==> src/ldsf_pkg.sv <==
/*
  Shared constants, state codes and carriers for the LED driver state and fault controller.
  Assumes a single 50 MHz system clock; all cycle counts derive from it.
*/
package ldsf_pkg;
  localparam int unsigned CLK_HZ = 50_000_000;
  localparam int unsigned CYC_PER_MS = CLK_HZ / 1000;
  localparam int unsigned SOFT_START_MS = 25;
  localparam int unsigned BOOST_STARTUP_STATE_MS = 50;
  localparam int unsigned RECOVERY_MS = 100;
  localparam int unsigned DISCHARGE_MS = 400;
  localparam int unsigned SERIAL_TO_MS = 500;
  localparam int unsigned SHORT_MS = 5;
  localparam int unsigned SOFT_START_CYC = SOFT_START_MS * CYC_PER_MS;
  localparam int unsigned BOOST_STARTUP_STATE_CYC = BOOST_STARTUP_STATE_MS * CYC_PER_MS;
  localparam int unsigned RECOVERY_CYC = RECOVERY_MS * CYC_PER_MS;
  localparam int unsigned DISCHARGE_CYC = DISCHARGE_MS * CYC_PER_MS;
  localparam int unsigned SERIAL_TO_CYC = SERIAL_TO_MS * CYC_PER_MS;
  localparam int unsigned SHORT_CYC = SHORT_MS * CYC_PER_MS;
  localparam int unsigned TMR_W = 25;
  localparam int unsigned NCH_DEF = 6;
  localparam logic [6:0] ADDR_BASE = 7'h2A;
  localparam logic [6:0] ADDR_ALT = 7'h2B;
  localparam logic [11:0] ISET_CODE = 12'h03FF;
  localparam logic [11:0] CUR_RST = 12'h0FFF;
  localparam logic [15:0] BRT_RST = 16'h0000;
  localparam logic [7:0] CFG_RST = 8'h00;
  localparam logic [7:0] OFF_BRT = 8'h00;
  localparam logic [7:0] OFF_CUR = 8'h02;
  localparam logic [7:0] OFF_CFG = 8'h04;
  localparam logic [7:0] OFF_STATUS = 8'h12;
  localparam logic [7:0] OFF_STRINGS = 8'h13;
  localparam logic [7:0] OFF_STATE = 8'h14;
  localparam logic [7:0] OFF_DUTY = 8'h16;
  localparam int unsigned F_ISET = 0;
  localparam int unsigned F_THERM = 1;
  localparam int unsigned F_OPEN = 2;
  localparam int unsigned F_SHORT = 3;
  localparam int unsigned F_GND = 4;
  localparam int unsigned F_INV = 5;
  localparam int unsigned F_SER = 6;
  localparam int unsigned NFLAG = 7;
  localparam int unsigned CLR_POS = 8;

  typedef enum logic [8:0] {
    ST_INIT = 9'b0_0000_0001,
    ST_STANDBY = 9'b0_0000_0010,
    ST_SOFTSTART = 9'b0_0000_0100,
    ST_BOOSTSU = 9'b0_0000_1000,
    ST_NORMAL = 9'b0_0001_0000,
    ST_RECOVERY = 9'b0_0010_0000,
    ST_LATCH = 9'b0_0100_0000,
    ST_SHUTDOWN = 9'b0_1000_0000,
    ST_OFF = 9'b1_0000_0000
  } ldsf_state_e;

  typedef enum logic [4:0] {
    I_IDLE = 5'b0_0001,
    I_RX = 5'b0_0010,
    I_ACK = 5'b0_0100,
    I_TX = 5'b0_1000,
    I_MACK = 5'b1_0000
  } ldsf_ser_e;

  typedef struct packed {
    logic s_curve_smoothing_enable;
    logic [2:0] ramp_duration_select;
    logic [2:0] dither_select;
    logic brightness_source_select;
  } ldsf_cfg_s;

  typedef struct packed {
    logic serial_error_flag;
    logic invalid_string_flag;
    logic short_to_ground_flag;
    logic internal_short_flag;
    logic open_string_flag;
    logic thermal_shutdown_flag;
    logic current_set_short_flag;
  } ldsf_flags_s;
endpackage

==> src/ldsf_ctrl.sv <==
/*
  Operating state machine, fault reactions and serial register target of the LED driver.
  Assumes comparator, detection and pin inputs are asynchronous; all pass two flip-flops.
*/
// Functional notes
// - Current-set pin low: set flag, interrupt, force sink code 0x3FF, no recovery.
// - Over-temperature: flag, interrupt, go standby; restart once indication clears.
// - Low headroom with boost at maximum: flag open string, disable it until power cycle.
// - Headroom above short threshold over 5 ms, another below: flag short, disable string.
// - Used output low under test current: flag, recovery, restart after 100 ms.
// - Unused output not grounded at init: flag invalid string, keep operating.
// - Serial command 500 ms without stop: reset serial logic, flag error, interrupt.
// - Enable low: boost, switch, outputs off; discharge 400 ms then power down.
// - After reset release run initialization: regulator, trim load, resistor detection.
// - Standby moves straight to soft start when over-temperature is clear; other faults do not hold it.
// - Soft start lasts 25 ms with supply and short-to-ground faults enabled.
// - Boost start-up ramps 50 ms at reduced limit; boost faults active from here.
// - Normal mode drives LEDs only for nonzero brightness; LED faults active.
// - Recovery holds all off 100 ms, restarts if enabled and brightness nonzero.
// - All strings disabled enters latch fault; only enable low exits.
// - Target address 0x2A or 0x2B chosen by mode resistor at initialization.
// - Write: address+W, register address, two value bytes.
// - Read: address+W, register address, repeated address+R, two value bytes returned.
// - Configuration writes accepted standby through normal; pins alone suffice otherwise.
// - Status clears only with status and clear bit both one; interrupt alerts host.
// - Configuration picks brightness from measured pin duty or serial value.
// - Configuration holds 3-bit dither, ramp duration select and S-curve enable.
`timescale 1ns/10ps
module ldsf_ctrl
  import ldsf_pkg::*;
#(
  parameter int unsigned NCH = NCH_DEF,
  parameter int unsigned SS_CYC = SOFT_START_CYC,
  parameter int unsigned BSU_CYC = BOOST_STARTUP_STATE_CYC,
  parameter int unsigned REC_CYC = RECOVERY_CYC,
  parameter int unsigned DIS_CYC = DISCHARGE_CYC,
  parameter int unsigned TO_CYC = SERIAL_TO_CYC,
  parameter int unsigned SHT_CYC = SHORT_CYC
)(
  input wire logic clk_sys,
  input wire logic rst,
  input wire logic en_pin,
  input wire logic pwm_pin,
  input wire logic scl_pin,
  input wire logic sda_in,
  output logic sda_out,
  output logic sda_oe,
  input wire logic init_done,
  input wire logic mode_addr_alt,
  input wire logic [NCH-1:0] string_used,
  input wire logic unused_not_grounded,
  input wire logic iset_low,
  input wire logic over_temp,
  input wire logic boost_at_max,
  input wire logic [NCH-1:0] headroom_low,
  input wire logic [NCH-1:0] headroom_high,
  input wire logic [NCH-1:0] gnd_test_low,
  output ldsf_state_e state,
  output logic plfet_en,
  output logic boost_en,
  output logic boost_low_ilim,
  output logic discharge_en,
  output logic powered_down,
  output logic vin_fault_en,
  output logic boost_fault_en,
  output logic led_fault_en,
  output logic gnd_test_en,
  output logic [NCH-1:0] led_drive,
  output logic [NCH-1:0] string_fault_flags,
  output ldsf_flags_s flags,
  output logic int_out,
  output logic [11:0] sink_current_code,
  output logic [15:0] brightness,
  output ldsf_cfg_s cfg
);
  localparam int unsigned AW = 10 + 4 * NCH;
  localparam int unsigned SW = $clog2(SHT_CYC + 1);
  logic [AW-1:0] sync_m_q, sync_q;
  logic scl_p_q, sda_p_q;
  logic en_s, pwm_s, scl_s, sda_s, init_s, mode_s, unused_s, iset_s, therm_s, bmax_s;
  logic [NCH-1:0] used_s, hrl_s, hrh_s, gnd_s;
  // Edges compare the second and third stages; the first stage feeds nothing but the second
  always_ff @(posedge clk_sys)
  begin
    sync_m_q <= {en_pin, pwm_pin, scl_pin, sda_in, init_done, mode_addr_alt, unused_not_grounded,
                 iset_low, over_temp, boost_at_max, string_used, headroom_low, headroom_high, gnd_test_low};
    sync_q <= sync_m_q;
    scl_p_q <= scl_s;
    sda_p_q <= sda_s;
  end
  assign {en_s, pwm_s, scl_s, sda_s, init_s, mode_s, unused_s, iset_s, therm_s, bmax_s,
          used_s, hrl_s, hrh_s, gnd_s} = sync_q;

  // Fixed-window duty measurement keeps the pin path free of a divider
  logic [15:0] win_q, win_d, hi_q, hi_d, duty_q, duty_d;
  always_comb
  begin
    win_d = win_q + 16'h0001;
    hi_d = hi_q + {15'h0000, pwm_s};
    duty_d = duty_q;
    if (win_q == 16'hFFFF)
    begin
      duty_d = hi_q;
      hi_d = 16'h0000;
    end
  end
  always_ff @(posedge clk_sys)
  begin
    if (rst)
    begin
      win_q <= 16'h0000;
      hi_q <= 16'h0000;
      duty_q <= 16'h0000;
    end
    else
    begin
      win_q <= win_d;
      hi_q <= hi_d;
      duty_q <= duty_d;
    end
  end

  // Serial target
  ldsf_ser_e ist_q, ist_d;
  logic [3:0] bit_q, bit_d;
  logic [7:0] sh_q, sh_d, ptr_q, ptr_d, wdh_q, wdh_d;
  logic [2:0] byte_q, byte_d;
  logic rw_q, rw_d, oe_q, oe_d, busy_q, busy_d, wr_fire, to_ev, addr_alt_q, addr_alt_d;
  logic [TMR_W-1:0] to_q, to_d;
  logic [15:0] rd_word, wdata;
  logic rise, fall, start, stop;
  logic [6:0] my_addr;
  logic [7:0] cfg_q, cfg_d;
  logic [NFLAG-1:0] flags_q, flags_d, ev, clr;
  logic [NCH-1:0] dis_q, dis_d, used_q, used_d;
  logic [11:0] cur_q, cur_d;
  logic [15:0] brt_q, brt_d, brt_sel;
  ldsf_state_e st_q, st_d;
  assign rise = scl_s & ~scl_p_q;
  assign fall = ~scl_s & scl_p_q;
  assign start = scl_s & scl_p_q & sda_p_q & ~sda_s;
  assign stop = scl_s & scl_p_q & ~sda_p_q & sda_s;
  assign my_addr = addr_alt_q ? ADDR_ALT : ADDR_BASE;
  assign wdata = {wdh_q, sh_q};
  always_comb
  begin
    case (ptr_q)
      OFF_BRT: rd_word = brt_q;
      OFF_CUR: rd_word = {4'h0, cur_q};
      OFF_CFG: rd_word = {8'h00, cfg_q};
      OFF_STATUS: rd_word = {9'h000, flags_q};
      OFF_STRINGS: rd_word = {{(16-NCH){1'b0}}, dis_q};
      OFF_STATE: rd_word = {7'h00, st_q};
      OFF_DUTY: rd_word = duty_q;
      default: rd_word = 16'h0000;
    endcase
  end
  always_comb
  begin
    ist_d = ist_q;
    bit_d = bit_q;
    sh_d = sh_q;
    byte_d = byte_q;
    rw_d = rw_q;
    ptr_d = ptr_q;
    wdh_d = wdh_q;
    oe_d = oe_q;
    busy_d = busy_q;
    to_d = busy_q ? to_q + {{(TMR_W-1){1'b0}}, 1'b1} : '0;
    wr_fire = 1'b0;
    to_ev = 1'b0;
    if (to_q == TMR_W'(TO_CYC - 1))
    begin
      to_ev = 1'b1;
      ist_d = I_IDLE;
      busy_d = 1'b0;
      oe_d = 1'b0;
      to_d = '0;
    end
    else if (start)
    begin
      ist_d = I_RX;
      bit_d = 4'h0;
      byte_d = 3'h0;
      busy_d = 1'b1;
      oe_d = 1'b0;
      to_d = '0;
    end
    else if (stop)
    begin
      ist_d = I_IDLE;
      busy_d = 1'b0;
      oe_d = 1'b0;
    end
    else
    begin
      case (ist_q)
        I_RX:
          if (rise)
          begin
            sh_d = {sh_q[6:0], sda_s};
            bit_d = bit_q + 4'h1;
          end
          else if (fall && bit_q == 4'h8)
          begin
            ist_d = I_ACK;
            oe_d = 1'b1;
            bit_d = 4'h0;
            byte_d = (byte_q == 3'h7) ? byte_q : byte_q + 3'h1;
            case (byte_q)
              3'h0:
                if (sh_q[7:1] != my_addr)
                begin
                  ist_d = I_IDLE;
                  oe_d = 1'b0;
                end
                else
                  rw_d = sh_q[0];
              3'h1: ptr_d = sh_q;
              3'h2: wdh_d = sh_q;
              3'h3: wr_fire = ~rw_q;
              default: ;
            endcase
          end
        I_ACK:
          if (fall)
          begin
            bit_d = 4'h0;
            if (rw_q)
            begin
              ist_d = I_TX;
              sh_d = rd_word[15:8];
              oe_d = ~rd_word[15];
            end
            else
            begin
              ist_d = I_RX;
              oe_d = 1'b0;
            end
          end
        I_TX:
          if (rise)
            bit_d = bit_q + 4'h1;
          else if (fall)
          begin
            if (bit_q == 4'h8)
            begin
              ist_d = I_MACK;
              oe_d = 1'b0;
            end
            else
            begin
              sh_d = {sh_q[6:0], 1'b0};
              oe_d = ~sh_q[6];
            end
          end
        I_MACK:
          if (rise && sda_s)
            ist_d = I_IDLE;
          else if (fall)
          begin
            ist_d = I_TX;
            bit_d = 4'h0;
            sh_d = rd_word[7:0];
            oe_d = ~rd_word[7];
          end
        default: ist_d = I_IDLE;
      endcase
    end
  end
  always_ff @(posedge clk_sys)
  begin
    if (rst)
    begin
      ist_q <= I_IDLE;
      bit_q <= 4'h0;
      sh_q <= 8'h00;
      byte_q <= 3'h0;
      rw_q <= 1'b0;
      ptr_q <= 8'h00;
      wdh_q <= 8'h00;
      oe_q <= 1'b0;
      busy_q <= 1'b0;
      to_q <= '0;
    end
    else
    begin
      ist_q <= ist_d;
      bit_q <= bit_d;
      sh_q <= sh_d;
      byte_q <= byte_d;
      rw_q <= rw_d;
      ptr_q <= ptr_d;
      wdh_q <= wdh_d;
      oe_q <= oe_d;
      busy_q <= busy_d;
      to_q <= to_d;
    end
  end
  assign sda_out = 1'b0;
  assign sda_oe = oe_q;

  // Operating state, string faults and registers
  logic [TMR_W-1:0] tmr_q, tmr_d;
  logic [SW-1:0] scnt_q [NCH], scnt_d [NCH];
  logic [NCH-1:0] active, open_ev, short_ev, gnd_chk;
  logic gnd_ev, all_dis, cfg_ok, init_exit;
  assign active = used_q & ~dis_q;
  assign brt_sel = cfg_q[0] ? brt_q : duty_q;
  assign cfg_ok = st_q inside {ST_STANDBY, ST_SOFTSTART, ST_BOOSTSU, ST_NORMAL};
  always_comb
  begin
    led_drive = (st_q == ST_NORMAL && brt_sel != 16'h0000) ? active : '0;
    open_ev = (st_q == ST_NORMAL) ? active & hrl_s & {NCH{bmax_s}} : '0;
    for (int i = 0; i < NCH; i++)
    begin
      scnt_d[i] = '0;
      short_ev[i] = 1'b0;
      if (st_q == ST_NORMAL && active[i] && hrh_s[i] && |(active & ~hrh_s))
      begin
        scnt_d[i] = (scnt_q[i] == SW'(SHT_CYC)) ? scnt_q[i] : scnt_q[i] + SW'(1);
        short_ev[i] = (scnt_q[i] == SW'(SHT_CYC));
      end
    end
    gnd_chk = (st_q == ST_SOFTSTART) ? used_q :
              (st_q inside {ST_BOOSTSU, ST_NORMAL}) ? used_q & ~led_drive : '0;
    gnd_ev = |(gnd_chk & gnd_s);
    dis_d = (st_q == ST_INIT) ? '0 : dis_q | open_ev | short_ev;
    all_dis = (used_q != '0) && ((used_q & ~dis_d) == '0);
    st_d = st_q;
    case (st_q)
      ST_INIT: if (init_s) st_d = ST_STANDBY;
      ST_STANDBY: if (!therm_s) st_d = ST_SOFTSTART;
      ST_SOFTSTART:
        if (gnd_ev) st_d = ST_RECOVERY;
        else if (tmr_q == TMR_W'(SS_CYC - 1)) st_d = ST_BOOSTSU;
      ST_BOOSTSU:
        if (gnd_ev) st_d = ST_RECOVERY;
        else if (tmr_q == TMR_W'(BSU_CYC - 1)) st_d = ST_NORMAL;
      ST_NORMAL:
        if (gnd_ev) st_d = ST_RECOVERY;
        else if (all_dis) st_d = ST_LATCH;
      ST_RECOVERY: if (tmr_q >= TMR_W'(REC_CYC - 1) && brt_sel != 16'h0000) st_d = ST_STANDBY;
      ST_LATCH: st_d = ST_LATCH;
      ST_SHUTDOWN: if (tmr_q == TMR_W'(DIS_CYC - 1)) st_d = ST_OFF;
      ST_OFF: if (en_s) st_d = ST_INIT;
      default: st_d = ST_INIT;
    endcase
    if (therm_s && st_q inside {ST_SOFTSTART, ST_BOOSTSU, ST_NORMAL}) st_d = ST_STANDBY;
    if (!en_s && !(st_q inside {ST_SHUTDOWN, ST_OFF})) st_d = ST_SHUTDOWN;
    tmr_d = (st_d != st_q) ? '0 : tmr_q + {{(TMR_W-1){1'b0}}, ~&tmr_q};
    init_exit = (st_q == ST_INIT) && init_s;
    used_d = init_exit ? used_s : used_q;
    addr_alt_d = init_exit ? mode_s : addr_alt_q;
    ev = '0;
    ev[F_ISET] = iset_s;
    ev[F_THERM] = therm_s && !(st_q inside {ST_INIT, ST_SHUTDOWN, ST_OFF});
    ev[F_OPEN] = |open_ev;
    ev[F_SHORT] = |short_ev;
    ev[F_GND] = gnd_ev;
    ev[F_INV] = init_exit && unused_s;
    ev[F_SER] = to_ev;
    // A fault arriving with its clear keeps the bit set
    clr = (wr_fire && ptr_q == OFF_STATUS) ? wdata[NFLAG-1:0] & wdata[CLR_POS+NFLAG-1:CLR_POS] : '0;
    flags_d = (flags_q & ~clr) | ev;
    cfg_d = (wr_fire && cfg_ok && ptr_q == OFF_CFG) ? wdata[7:0] : cfg_q;
    brt_d = (wr_fire && cfg_ok && ptr_q == OFF_BRT) ? wdata : brt_q;
    cur_d = (wr_fire && cfg_ok && ptr_q == OFF_CUR) ? wdata[11:0] : cur_q;
    if (iset_s) cur_d = ISET_CODE;
  end
  always_ff @(posedge clk_sys)
  begin
    if (rst)
    begin
      st_q <= ST_INIT;
      tmr_q <= '0;
      dis_q <= '0;
      used_q <= '0;
      addr_alt_q <= 1'b0;
      flags_q <= '0;
      cfg_q <= CFG_RST;
      brt_q <= BRT_RST;
      cur_q <= CUR_RST;
      for (int i = 0; i < NCH; i++) scnt_q[i] <= '0;
    end
    else
    begin
      st_q <= st_d;
      tmr_q <= tmr_d;
      dis_q <= dis_d;
      used_q <= used_d;
      addr_alt_q <= addr_alt_d;
      flags_q <= flags_d;
      cfg_q <= cfg_d;
      brt_q <= brt_d;
      cur_q <= cur_d;
      for (int i = 0; i < NCH; i++) scnt_q[i] <= scnt_d[i];
    end
  end
  assign state = st_q;
  assign plfet_en = st_q inside {ST_SOFTSTART, ST_BOOSTSU, ST_NORMAL};
  assign boost_en = st_q inside {ST_BOOSTSU, ST_NORMAL};
  assign boost_low_ilim = (st_q == ST_BOOSTSU);
  assign discharge_en = (st_q == ST_SHUTDOWN);
  assign powered_down = (st_q == ST_OFF);
  assign vin_fault_en = plfet_en;
  assign gnd_test_en = plfet_en;
  assign boost_fault_en = boost_en;
  assign led_fault_en = (st_q == ST_NORMAL);
  assign string_fault_flags = dis_q;
  assign flags = ldsf_flags_s'(flags_q);
  assign int_out = |flags_q;
  assign sink_current_code = cur_q;
  assign brightness = brt_sel;
  assign cfg = ldsf_cfg_s'(cfg_q);
endmodule

==> config.mk <==
export PLATFORM = sky130hd
export DESIGN_NAME = ldsf_ctrl
export DESIGN_NICKNAME = d
export VERILOG_FILES = /design/src/ldsf_pkg.sv /design/src/ldsf_ctrl.sv
export SDC_FILE = /design/constraint.sdc
export NUM_CORES = 1
export LEC_CHECK = 0
export ABC_AREA = 1
export BUFFER_PORTS_ARGS = -buffer_cell sky130_fd_sc_hd__buf_2
export CAP_MARGIN = 25
export CORE_MARGIN = 3
export CORE_UTILIZATION = 60
export CTS_CLUSTER_SIZE = 14
export DETAILED_ROUTE_END_ITERATION = 16
export PLACE_DENSITY = 0.79
export REMOVE_ABC_BUFFERS = 1
export SETUP_SLACK_MARGIN = 0.4
export SYNTH_ARGS = -nofsm -noshare
export SYNTH_HDL_FRONTEND = slang
export SYNTH_SLANG_ARGS = --single-unit
==> constraint.sdc <==
create_clock -name clk_sys -period 3.9 [get_ports clk_sys]
set_input_delay 0.39 -clock clk_sys [delete_from_list [all_inputs] [get_ports clk_sys]]
set_output_delay 0.39 -clock clk_sys [all_outputs]
set_load 0.01 [all_outputs]
-- Yosys cells after proc, flatten, opt, wreduce, memory -nomap -nowiden
Memories as Yosys holds them, arrays and structs flattened.
Cells that the tools add are included.
- register bits: 272
- bits in latches: 0
- memory bits (writable): 108
- memory bits (read-only): 0
- input bits: 36
- output and inout bits: 76
- logic and storage cells: 333
- memories kept: 1
- memory list (memory ; words ; width ; rd ports ; clocked after Yosys merged registers in ; wr ports ; RTL line ; source):
    scnt_q ; 6 ; 18 ; 6 ; 0 ; 6 ; ldsf_ctrl.sv:305 ; logic [SW-1:0] scnt_q [NCH], scnt_d [NCH];
- $add $sub $neg: 12
- multipliers: 0
- div/mod/pow operators: 0
- $lt $le $gt $ge: 1
- eq/ne operators: 62
- shift operators: 0
- multiplexer cells: 111
- bitwise gates (word level): 44
- reduce and logical (&&, ||, !) cells: 74
- operators with widths (kind ; count):
    $mux 18 ; 18
    $mux 9 ; 13
    $pmux 16 s7 ; 1
    $add 18x1->18 const B ; 6
    $eq 18x18->1 const B ; 6
    $pmux 9 s9 ; 1
    $mux 8 ; 8
    $eq 25x25->1 const B ; 2
    $and 6x6->6 ; 7
    $mux 5 ; 8
    $logic_and 1x1->1 ; 33
    $eq 8x5->1 const B ; 4
    $mux 4 ; 8
    $pmux 8 s4 ; 1
    $mux 1 ; 31
    $mux 6 ; 5
    $ne 4x4->1 const B ; 7
    $reduce_and 7->1 ; 4
    $ne 2x2->1 const B ; 13
    $add 25x1->25 ; 1
    $add 25x1->25 const B ; 1
    $eq 25x21->1 const B ; 1
    $eq 25x22->1 const B ; 1
    $ge 25x23->1 const B ; 1
    63 further kinds ; 123

-- Logic depth before layout (Yosys ltp)
Gate-level depths: netlist (run 1).
- word-level depth: 19
- gate-level depth with buffers: 24
- depth with buffers taken out: 22

-- Least setup slack after synthesis (run 1)
No wires, ideal clock.
- path kind: flip-flop to flip-flop
- start: register cfg_q[0] (netlist: cfg[0])
- end: register tmr_q[11]
- data arrival time: 2.421 ns
- required time: 3.838 ns
- setup slack: 1.417 ns
- cell stages (with the launch flop): 22
- path buffers: 2
- cell sequence: dfxtp_1 > buf_6 > o21ai_0 > nor2_1 > nand2_1 > nor2_1 > nand2_2 > nand2_1 > nand2_1 > nand2_1 > nor2_2 > nand2_2 > nor2_1 > nand3_1 > nand2_1 > nand2_1 > nand2_1 > nand3_2 > nor2_4 > nand4_4 > buf_6 > nor2_2
- longest elaborated chain between the ends: 16
- elaborated cells between the ends (all ways): 20
- those cells by class: eq/ne: 1; mux: 11; bitwise: 3; reduce/logical: 5
- RTL lines (item ; RTL line ; source):
    from (decl) ; ldsf_ctrl.sv:133 ; logic [7:0] cfg_q, cfg_d;
    from (signal assigned) ; ldsf_ctrl.sv:394 ; cfg_q <= cfg_d;
    $mux 16 * ; ldsf_ctrl.sv:309 ; assign brt_sel = cfg_q[0] ? brt_q : duty_q;
    named net brightness[3] ; ldsf_ctrl.sv:73 ; output logic [15:0] brightness,
    $reduce_bool 16->1 * ; ldsf_ctrl.sv:313, ldsf_ctrl.sv:343 ;
    $logic_and 1x1->1 ; ldsf_ctrl.sv:313 ; led_drive = (st_q == ST_NORMAL && brt_sel != 16'h0000) ? active : '0;
    $mux 6 ; ldsf_ctrl.sv:313 ;
    $not 6->6 ; ldsf_ctrl.sv:326 ; (st_q inside {ST_BOOSTSU, ST_NORMAL}) ? used_q & ~led_drive : '0;
    $and 6x6->6 ; ldsf_ctrl.sv:326 ;
    $mux 6 ; ldsf_ctrl.sv:326 ;
    $mux 6 ; ldsf_ctrl.sv:325 ; gnd_chk = (st_q == ST_SOFTSTART) ? used_q :
    $and 6x6->6 ; ldsf_ctrl.sv:327 ; gnd_ev = |(gnd_chk & gnd_s);
    $reduce_or 6->1 ; ldsf_ctrl.sv:327 ;
    $mux 9 (on tied branches) ; ldsf_ctrl.sv:341, ldsf_ctrl.sv:335, ldsf_ctrl.sv:338 ;
    $pmux 9 s9 * ; ldsf_ctrl.sv:331 ; case (st_q)
    $mux 9 * ; ldsf_ctrl.sv:349 ; if (therm_s && st_q inside {ST_SOFTSTART, ST_BOOSTSU, ST_NORMAL}) st_d = ST_STANDBY;
    $mux 9 * ; ldsf_ctrl.sv:350 ; if (!en_s && !(st_q inside {ST_SHUTDOWN, ST_OFF})) st_d = ST_SHUTDOWN;
    $ne 9x9->1 * ; ldsf_ctrl.sv:351 ; tmr_d = (st_d != st_q) ? '0 : tmr_q + {{(TMR_W-1){1'b0}}, ~&tmr_q};
    $reduce_or 2->1 (no source line) * ; n/a ;
    to (signal assigned) ; ldsf_ctrl.sv:389 ; tmr_q <= tmr_d;
    to (decl) ; ldsf_ctrl.sv:304 ; logic [TMR_W-1:0] tmr_q, tmr_d;
The timed path passes the listed nets; every way through them passes the cells marked *.
A chain may end at the register's enable or synchronous reset.

-- Worst setup path after layout (run 1)
- start: register used_q[3]
- end: register tmr_q[2]
- longest elaborated chain between the ends: 18
- elaborated cells between the ends (all ways): 44
- those cells by class: eq/ne: 1; mux: 18; bitwise: 11; reduce/logical: 14
- RTL lines (item ; RTL line ; source):
    from (decl) ; ldsf_ctrl.sv:135 ; logic [NCH-1:0] dis_q, dis_d, used_q, used_d;
    from (signal assigned) ; ldsf_ctrl.sv:391 ; used_q <= used_d;
    $and 6x6->6 ; ldsf_ctrl.sv:308 ; assign active = used_q & ~dis_q;
    $and 6x6->6, or another cell as far along ; ldsf_ctrl.sv:319 ; if (st_q == ST_NORMAL && active[i] && hrh_s[i] && |(active & ~hrh_s))
    $reduce_or 6->1, or another cell as far along ; ldsf_ctrl.sv:319 ;
    $logic_and 1x1->1 / $mux 6 (equally long branches) ; ldsf_ctrl.sv:319, ldsf_ctrl.sv:314 ;
    $mux 1 / $or 6x6->6 (equally long branches) ; ldsf_ctrl.sv:319, ldsf_ctrl.sv:328 ;
    $or 6x6->6 ; ldsf_ctrl.sv:328 ; dis_d = (st_q == ST_INIT) ? '0 : dis_q | open_ev | short_ev;
    $mux 6 ; ldsf_ctrl.sv:328 ;
    $not 6->6 ; ldsf_ctrl.sv:329 ; all_dis = (used_q != '0) && ((used_q & ~dis_d) == '0);
    (+2 left out) ; n/a ;
    $logic_and 1x1->1 ; ldsf_ctrl.sv:329 ;
    $mux 9 ; ldsf_ctrl.sv:342 ; else if (all_dis) st_d = ST_LATCH;
    $mux 9 ; ldsf_ctrl.sv:341 ; if (gnd_ev) st_d = ST_RECOVERY;
    $pmux 9 s9 * ; ldsf_ctrl.sv:331 ;
    $mux 9 * ; ldsf_ctrl.sv:349 ;
    $mux 9 * ; ldsf_ctrl.sv:350 ;
    $ne 9x9->1 * ; ldsf_ctrl.sv:351 ;
    $reduce_or 2->1 (no source line) * ; n/a ;
Mark *: on every way between the ends. The rest lies on a longest branch, timed or not.

==> impl_metrics.toml, run 1 <==
[routing]
drt_iter0_markers = 1645
via_count = 16500
ant_nets = 0
routedWlPerCell_um = 15.5
drt-total-wl_um = 46000
drcViolationCount = 0
via_per_inst = 5.54
first_pass_iters = 7

[pwr]
p_clk_share_pct = 49.3
swShare_pct = 21.0
p_per_area_nw_per_um2 = 421
seqPwrFrac_pct = 47.1
comb_power_share_pct = 3.6
cell_internal_pwr_mw = 6.68
leakage_nw = 8.13
peakVddDrop_mv = 0.401
switchingPower_mw = 1.78

[grt]
overflow = 0
grt_pass1_vias = 15200
grt_max_degree = 69
grt_pass1_wl_um = 74500
grt_usage_pct = 28.9
grt_antenna_before_repair = 0

[timing]
rsz0062_at_grt = "false"
setup_tns_ps = 0
hold_viol_final = 0
finClkSkew_ps = 18.3
drv_slew = 0
whs_ps = 324
min_period_ps = 3230
post-route-period-util_pct = 82.8
max_freq_mhz = 310
max-slew-margin-rel_pct = 46.2
tightest_slew_ps = 799
setup_viol_count_final = 0

[clocking]
clockBufferDepth = 3
path_clk_slew_ps = 60
clock_latency_ps = 530
htreeDepth = 2
cts_num_sinks = 380
post_cts_buffers = 0
tritoncts = "yes"
ctsRootBufferMaster = "clkbuf_16"
numCtsBuffers = 39

[finish]
design_area_sq_um = 20100
postLayoutCoreUtil_pct = 71.3
fillers = 2297
layout_common_cells = "nand2_1, inv_1, dfxtp_1"
layout_commonest_cell = "nand2_1"
diodes = 0
final_nets = 2632
seqCellArea_sq_um = 7610
drive_gt1_share_pct = 9.85
multi_input_area_sq_um = 8060
area_growth_pct = 15.6

[yosys]
yosys_warnings = 0
syn-instance-count = 2422
ys_ff_latch = 380
synthDistinctLibCells = 53
syn_area_sq_um = 17400
yosysSeqAreaShare_pct = 43.8
synth_area_per_cell_sq_um = 7.18

[placed_design]
place_hpwl_um = 33100
io_buffers = 110
place_congestion = 0.947
placed_cell_area_sq_um = 18300

[worst_setup_path]
arrival_ps = 3680
cp.required_ps = 4350
critical_path_class = "reg2reg"
end_kind = "flip-flop"
path_max_fanout = 13
start_kind = "flip-flop"

[flow_run]
cap_violations = 0

[hold_path]
hp-class = "in2reg"

[floorplan]
initial_utilization_pct = 61.7
die_y_um = 176
io_pins = 112
rows = 61
die_area_sq_um = 31000
die_w_um = 176
core_area_sq_um = 28200

[run_status]
outcome = "finished clean"
==> synthesized netlist by cell type, drive strengths merged <==
cell type	n	area, sq um
ha	26	325
o21ai	140	701
o31a	1	8.76
a31oi	10	62.6
o21a	10	75.1
o22ai	20	125
o221ai	8	70.1
a221oi	5	43.8
buf	14	105
o21ba	1	10.0
or2	15	93.8
o311ai	2	17.5
xnor2	11	96.3
nand3	131	683
a21oi	201	1010
xor2	42	368
o21bai	1	7.51
o211ai	5	37.5
o31ai	11	82.6
dfxtp	380	7610
a21o	2	15.0
and2	1	6.26
clkbuf	35	131
nor4	24	150
nand2	420	1600
a211oi	17	128
o41ai	2	17.5
nand4	58	378
nor2	310	1270
clkinv	3	11.3
and3	4	25.0
nand3b	5	37.5
and3b	1	8.76
nor3	95	487
inv	398	1490
nor3b	10	75.1
a22oi	1	7.51
or4	1	7.51
conb	1	3.75
==> worst max-delay path, cell delays in order, from the launching register on <==
cell and delay, ps:
dfxtp_1 410, inv_1 80, nor2_1 170, nand2_1 70, o21ai_0 90, inv_1 90, nand2_1 360, nand3_1 240
nand2_1 100, nand2_1 60, nand2_1 70, nand2_1 50, nor2_1 180, nand3_1 130, nand2_1 80, nand2_1 90
nand2_1 80, nand3_2 80, nor2_4 220, nand4_4 290, nor2_1 210
==> power groups by stage <==
stage	Combinational [mW]	Clock [mW]	Sequential (mW)
finish	0.304	4.17	3.98
floorplan	0.166	0	4.05
CTS	0.289	4.22	3.98
detailed placement	0.260	0	4.07
global route	0.335	4.36	3.98
global placement	0.257	0	4.06
==> state kept, by name, indices dropped and copies added (netlist names), 7 cells and up <==
signal,count
scnt_q,108
cfg,8
sync_q,34
tmr_q,25
to_q,25
sync_m_q,34
state,9
brt_q,16
flags,7
duty_q,16
wdh_q,8
hi_q,16
sink_current_code,12
ptr_q,8
win_q,16
sh_q,8
==> what timing repair did <==
item	4_1_cts	5_1_grt
gates cloned	0	1
setup endpoints to repair	2	25
hold endpoints to repair	34	0
resized for setup	1	5
hold buffers	34	0
==> metal layers <==
layer | share of wire, % | global-route usage, % | wire (um) | vias to the layer above
met4 | 4.4 | 11.6 | 2040 | 0
met3 | 8.0 | 6.00 | 3690 | 136
li1 | - | - | - | 8198
met5 | 0 | 0 | 0 | -
met1 | 42 | 37.5 | 19500 | 7523
met2 | 45 | 47.0 | 20800 | 632
==> final cells by class <==
type / count / share of cell area (%)
timing repair buffer: 155 / 4.85
multi-input combinational: 1593 / 40.1
tap: 378 / 2.35
clock inverter: 19 / 1.68
inverter: 401 / 7.51
clock buffer: 51 / 5.59
sequential: 380 / 37.9
==> cells by family after synthesis <==
group           after synthesis  synth area share, %
compound gates              437                 13.9
xor+xnor                     53                 2.67
fa+ha+maj                    26                 1.87
buf+inv                     450                 10.0
flops                       380                 43.8
other cells                   1               0.0216
simple gates               1075                 27.8
==> through the flow <==
| step | total power [mW] | setup slack [ps] | cells |
|---|---|---|---|
| after floorplan | 4.22 | 1070 | 2373 |
| after global placement | 4.32 | 634 | 2872 |
| after detailed placement | 4.33 | 426 | 2872 |
| after CTS | 8.49 | 561 | 2976 |
| after global routing | 8.68 | 426 | 2977 |
| final | 8.45 | 669 | 2977 |
==> path summary, 6_finish.rpt <==
path	from	to	slack, ps	depth (start not counted)
max reg2reg	used_q[3]	tmr_q[2]	670	20
min	rst	state[3]	320	2
min reg2reg	sync_m_q[7]	sync_q[7]	330	0
max	used_q[3]	tmr_q[2]	670	20
Power figures use the tool's default switching activity.
==> run 2, diff against run 1 <==
--- a/config.mk
+++ b/config.mk
@@ -9,10 +9,10 @@
 export BUFFER_PORTS_ARGS = -buffer_cell sky130_fd_sc_hd__buf_2
 export CAP_MARGIN = 25
 export CORE_MARGIN = 3
-export CORE_UTILIZATION = 60
+export CORE_UTILIZATION = 55
 export CTS_CLUSTER_SIZE = 14
 export DETAILED_ROUTE_END_ITERATION = 16
-export PLACE_DENSITY = 0.79
+export PLACE_DENSITY = 0.76
 export REMOVE_ABC_BUFFERS = 1
 export SETUP_SLACK_MARGIN = 0.4
 export SYNTH_ARGS = -nofsm -noshare
==> constraint.sdc (replaced) <==
create_clock -name clk_sys -period 2.9 [get_ports clk_sys]
set_input_delay 0.29 -clock clk_sys [delete_from_list [all_inputs] [get_ports clk_sys]]
set_output_delay 0.29 -clock clk_sys [all_outputs]
set_load 0.01 [all_outputs]
==> impl_metrics.toml, run 2 (same netlist as run 1, synthesis figures left out) <==
[clocking]
numCtsBuffers = 42
ctsRootBufferMaster = "clkbuf_16"
clockBufferDepth = 3
path_clk_slew_ps = 60
tritoncts = "yes"
clock_latency_ps = 550
cts_num_sinks = 380
htreeDepth = 2

[worst_setup_path]
path_max_fanout = 7
arrival_ps = 3210
end_kind = "flip-flop"
slowest_stage = "dfxtp_4"
path_buf_inv = 2
critical_path_class = "reg2reg"
max_stage_delay_ps = 450
cp.required_ps = 3390
cpLargestDelayFamily = "simple AND/OR/NAND/NOR gates"
start_kind = "flip-flop"
path_cells = "buf_8, nand2_1, nand2_2, nor2_1, nand2_1, nor2_4, nand2_8, nand2_4, nand2_2, nand2_2, nor2_4, nand2_4, nor2_4, nand3_2, nand2_1, nand2_1, nand2_1, nand3_2, nor2_4, nand4_4, clkbuf_16, nor2_1"
reg2regPathDepth = 22
crit_cells = 22
path_common_cell = "nand2_1"

[hold_path]
holdPathStages = 2
hp-class = "in2reg"

[timing]
min_period_ps = 2720
finClkSkew_ps = 16.6
max-slew-margin-rel_pct = 55.3
fin_ws_ps = 177
drv_slew = 0
hold_viol_final = 0
tightest_slew_ps = 670
setup_tns_ps = 0
whs_ps = 275
setup_viol_count_final = 0
post-route-period-util_pct = 93.9
max_freq_mhz = 367
rsz0062_at_grt = "true"

[pwr]
seqPwrFrac_pct = 46.4
swShare_pct = 22.7
peakVddDrop_mv = 0.506
comb_power_share_pct = 4.4
leakage_nw = 8.86
p_clk_share_pct = 49.1
cell_internal_pwr_mw = 8.92
total_power_mw = 11.5
switchingPower_mw = 2.62
p_per_area_nw_per_um2 = 533

[floorplan]
die_area_sq_um = 33800
initial_utilization_pct = 56.4
io_pins = 112
rows = 64
core_area_sq_um = 30800
die_y_um = 184
die_w_um = 184

[finish]
reg.largest.list = "scnt_q x108, sync_m_q x34, sync_q x34"
largest_reg_flops = 108
final_nets = 2721
instances_no_fill = 3089
multi_input_area_sq_um = 8700
diodes = 0
area_growth_pct = 24.4
fillers = 2513
seqCellArea_sq_um = 7640
postLayoutCoreUtil_pct = 70.1
design_area_sq_um = 21600
drive_gt1_share_pct = 18.6
layout_common_cells = "nand2_1, inv_1, dfxtp_1"
regMostFlops = "scnt_q"
layout_commonest_cell = "nand2_1"

[placed_design]
place_hpwl_um = 34100
post-place-cells = 2942
io_buffers = 110
dpl_worst_slack_ps = 21.7
placed_cell_area_sq_um = 18700
place_congestion = 0.982

[routing]
first_pass_iters = 5
routedWlPerCell_um = 15.7
drt-total-wl_um = 48600
drcViolationCount = 0
drt_iter0_markers = 1325
ant_nets = 0
via_count = 16900
via_per_inst = 5.48

[grt]
grt_max_degree = 69
overflow = 0
grt_pass1_vias = 15800
grt_pass1_wl_um = 76400
grt_antenna_before_repair = 0
grt_usage_pct = 27.3

[flow_run]
cap_violations = 0

[run_status]
outcome = "finished clean"
## run 2: routing by layer
layer  vias to the layer above  share of wire (%)  global-route usage (%)
li1                       8366                  -                       -
met1                      7835                 42                    34.7
met2                       606                 48                    47.1
met3                       133                6.6                    4.39
met4                         0                3.7                    9.65
met5                         -                  0                       0
## run 2: worst register-to-register path, delay by kind of cell, from the launching register on
family	cells	cell delay, ps
and+or+nand+nor	20	1830
DFF	1	450
buffers and inverters	2	380
## run 2: path summary, 6_finish.rpt
check,from,end,slack [ps]
hold reg to reg,sync_m_q[23],sync_q[23],330
setup reg to reg,cfg[0],tmr_q[4],180
hold / removal,rst,state[5],280
setup / recovery,cfg[0],tmr_q[4],180
## run 2: final cells by class
class                   count  area share [%]
clock buffers              49            5.12
inverters                 401            7.04
flip-flops and latches    380            35.3
clock inverters            29            1.83
repair buffers            241            8.12
well taps                 396            2.29
repair inverters            1          0.0347
multi-input cells        1592            40.3
## run 2: power by group through the flow
stage	Combinational (mW)	Clock [mW]	Sequential, mW
after global placement	0.375	0	5.46
after floorplan	0.223	0	5.45
after CTS	0.425	5.74	5.35
final	0.511	5.67	5.35
after global routing	0.555	5.97	5.36
after detailed placement	0.381	0	5.47
## run 2: repair_timing
| item | in CTS | in global routing |
|---|---|---|
| hold buffers | 34 | 0 |
| buffers inserted | 3 | 26 |
| setup endpoints to repair | 70 | 116 |
| pin swaps | 6 | 53 |
| gates cloned | 1 | 5 |
| endpoints found under the hold margin | 34 | 0 |
| gates resized for setup | 42 | 174 |
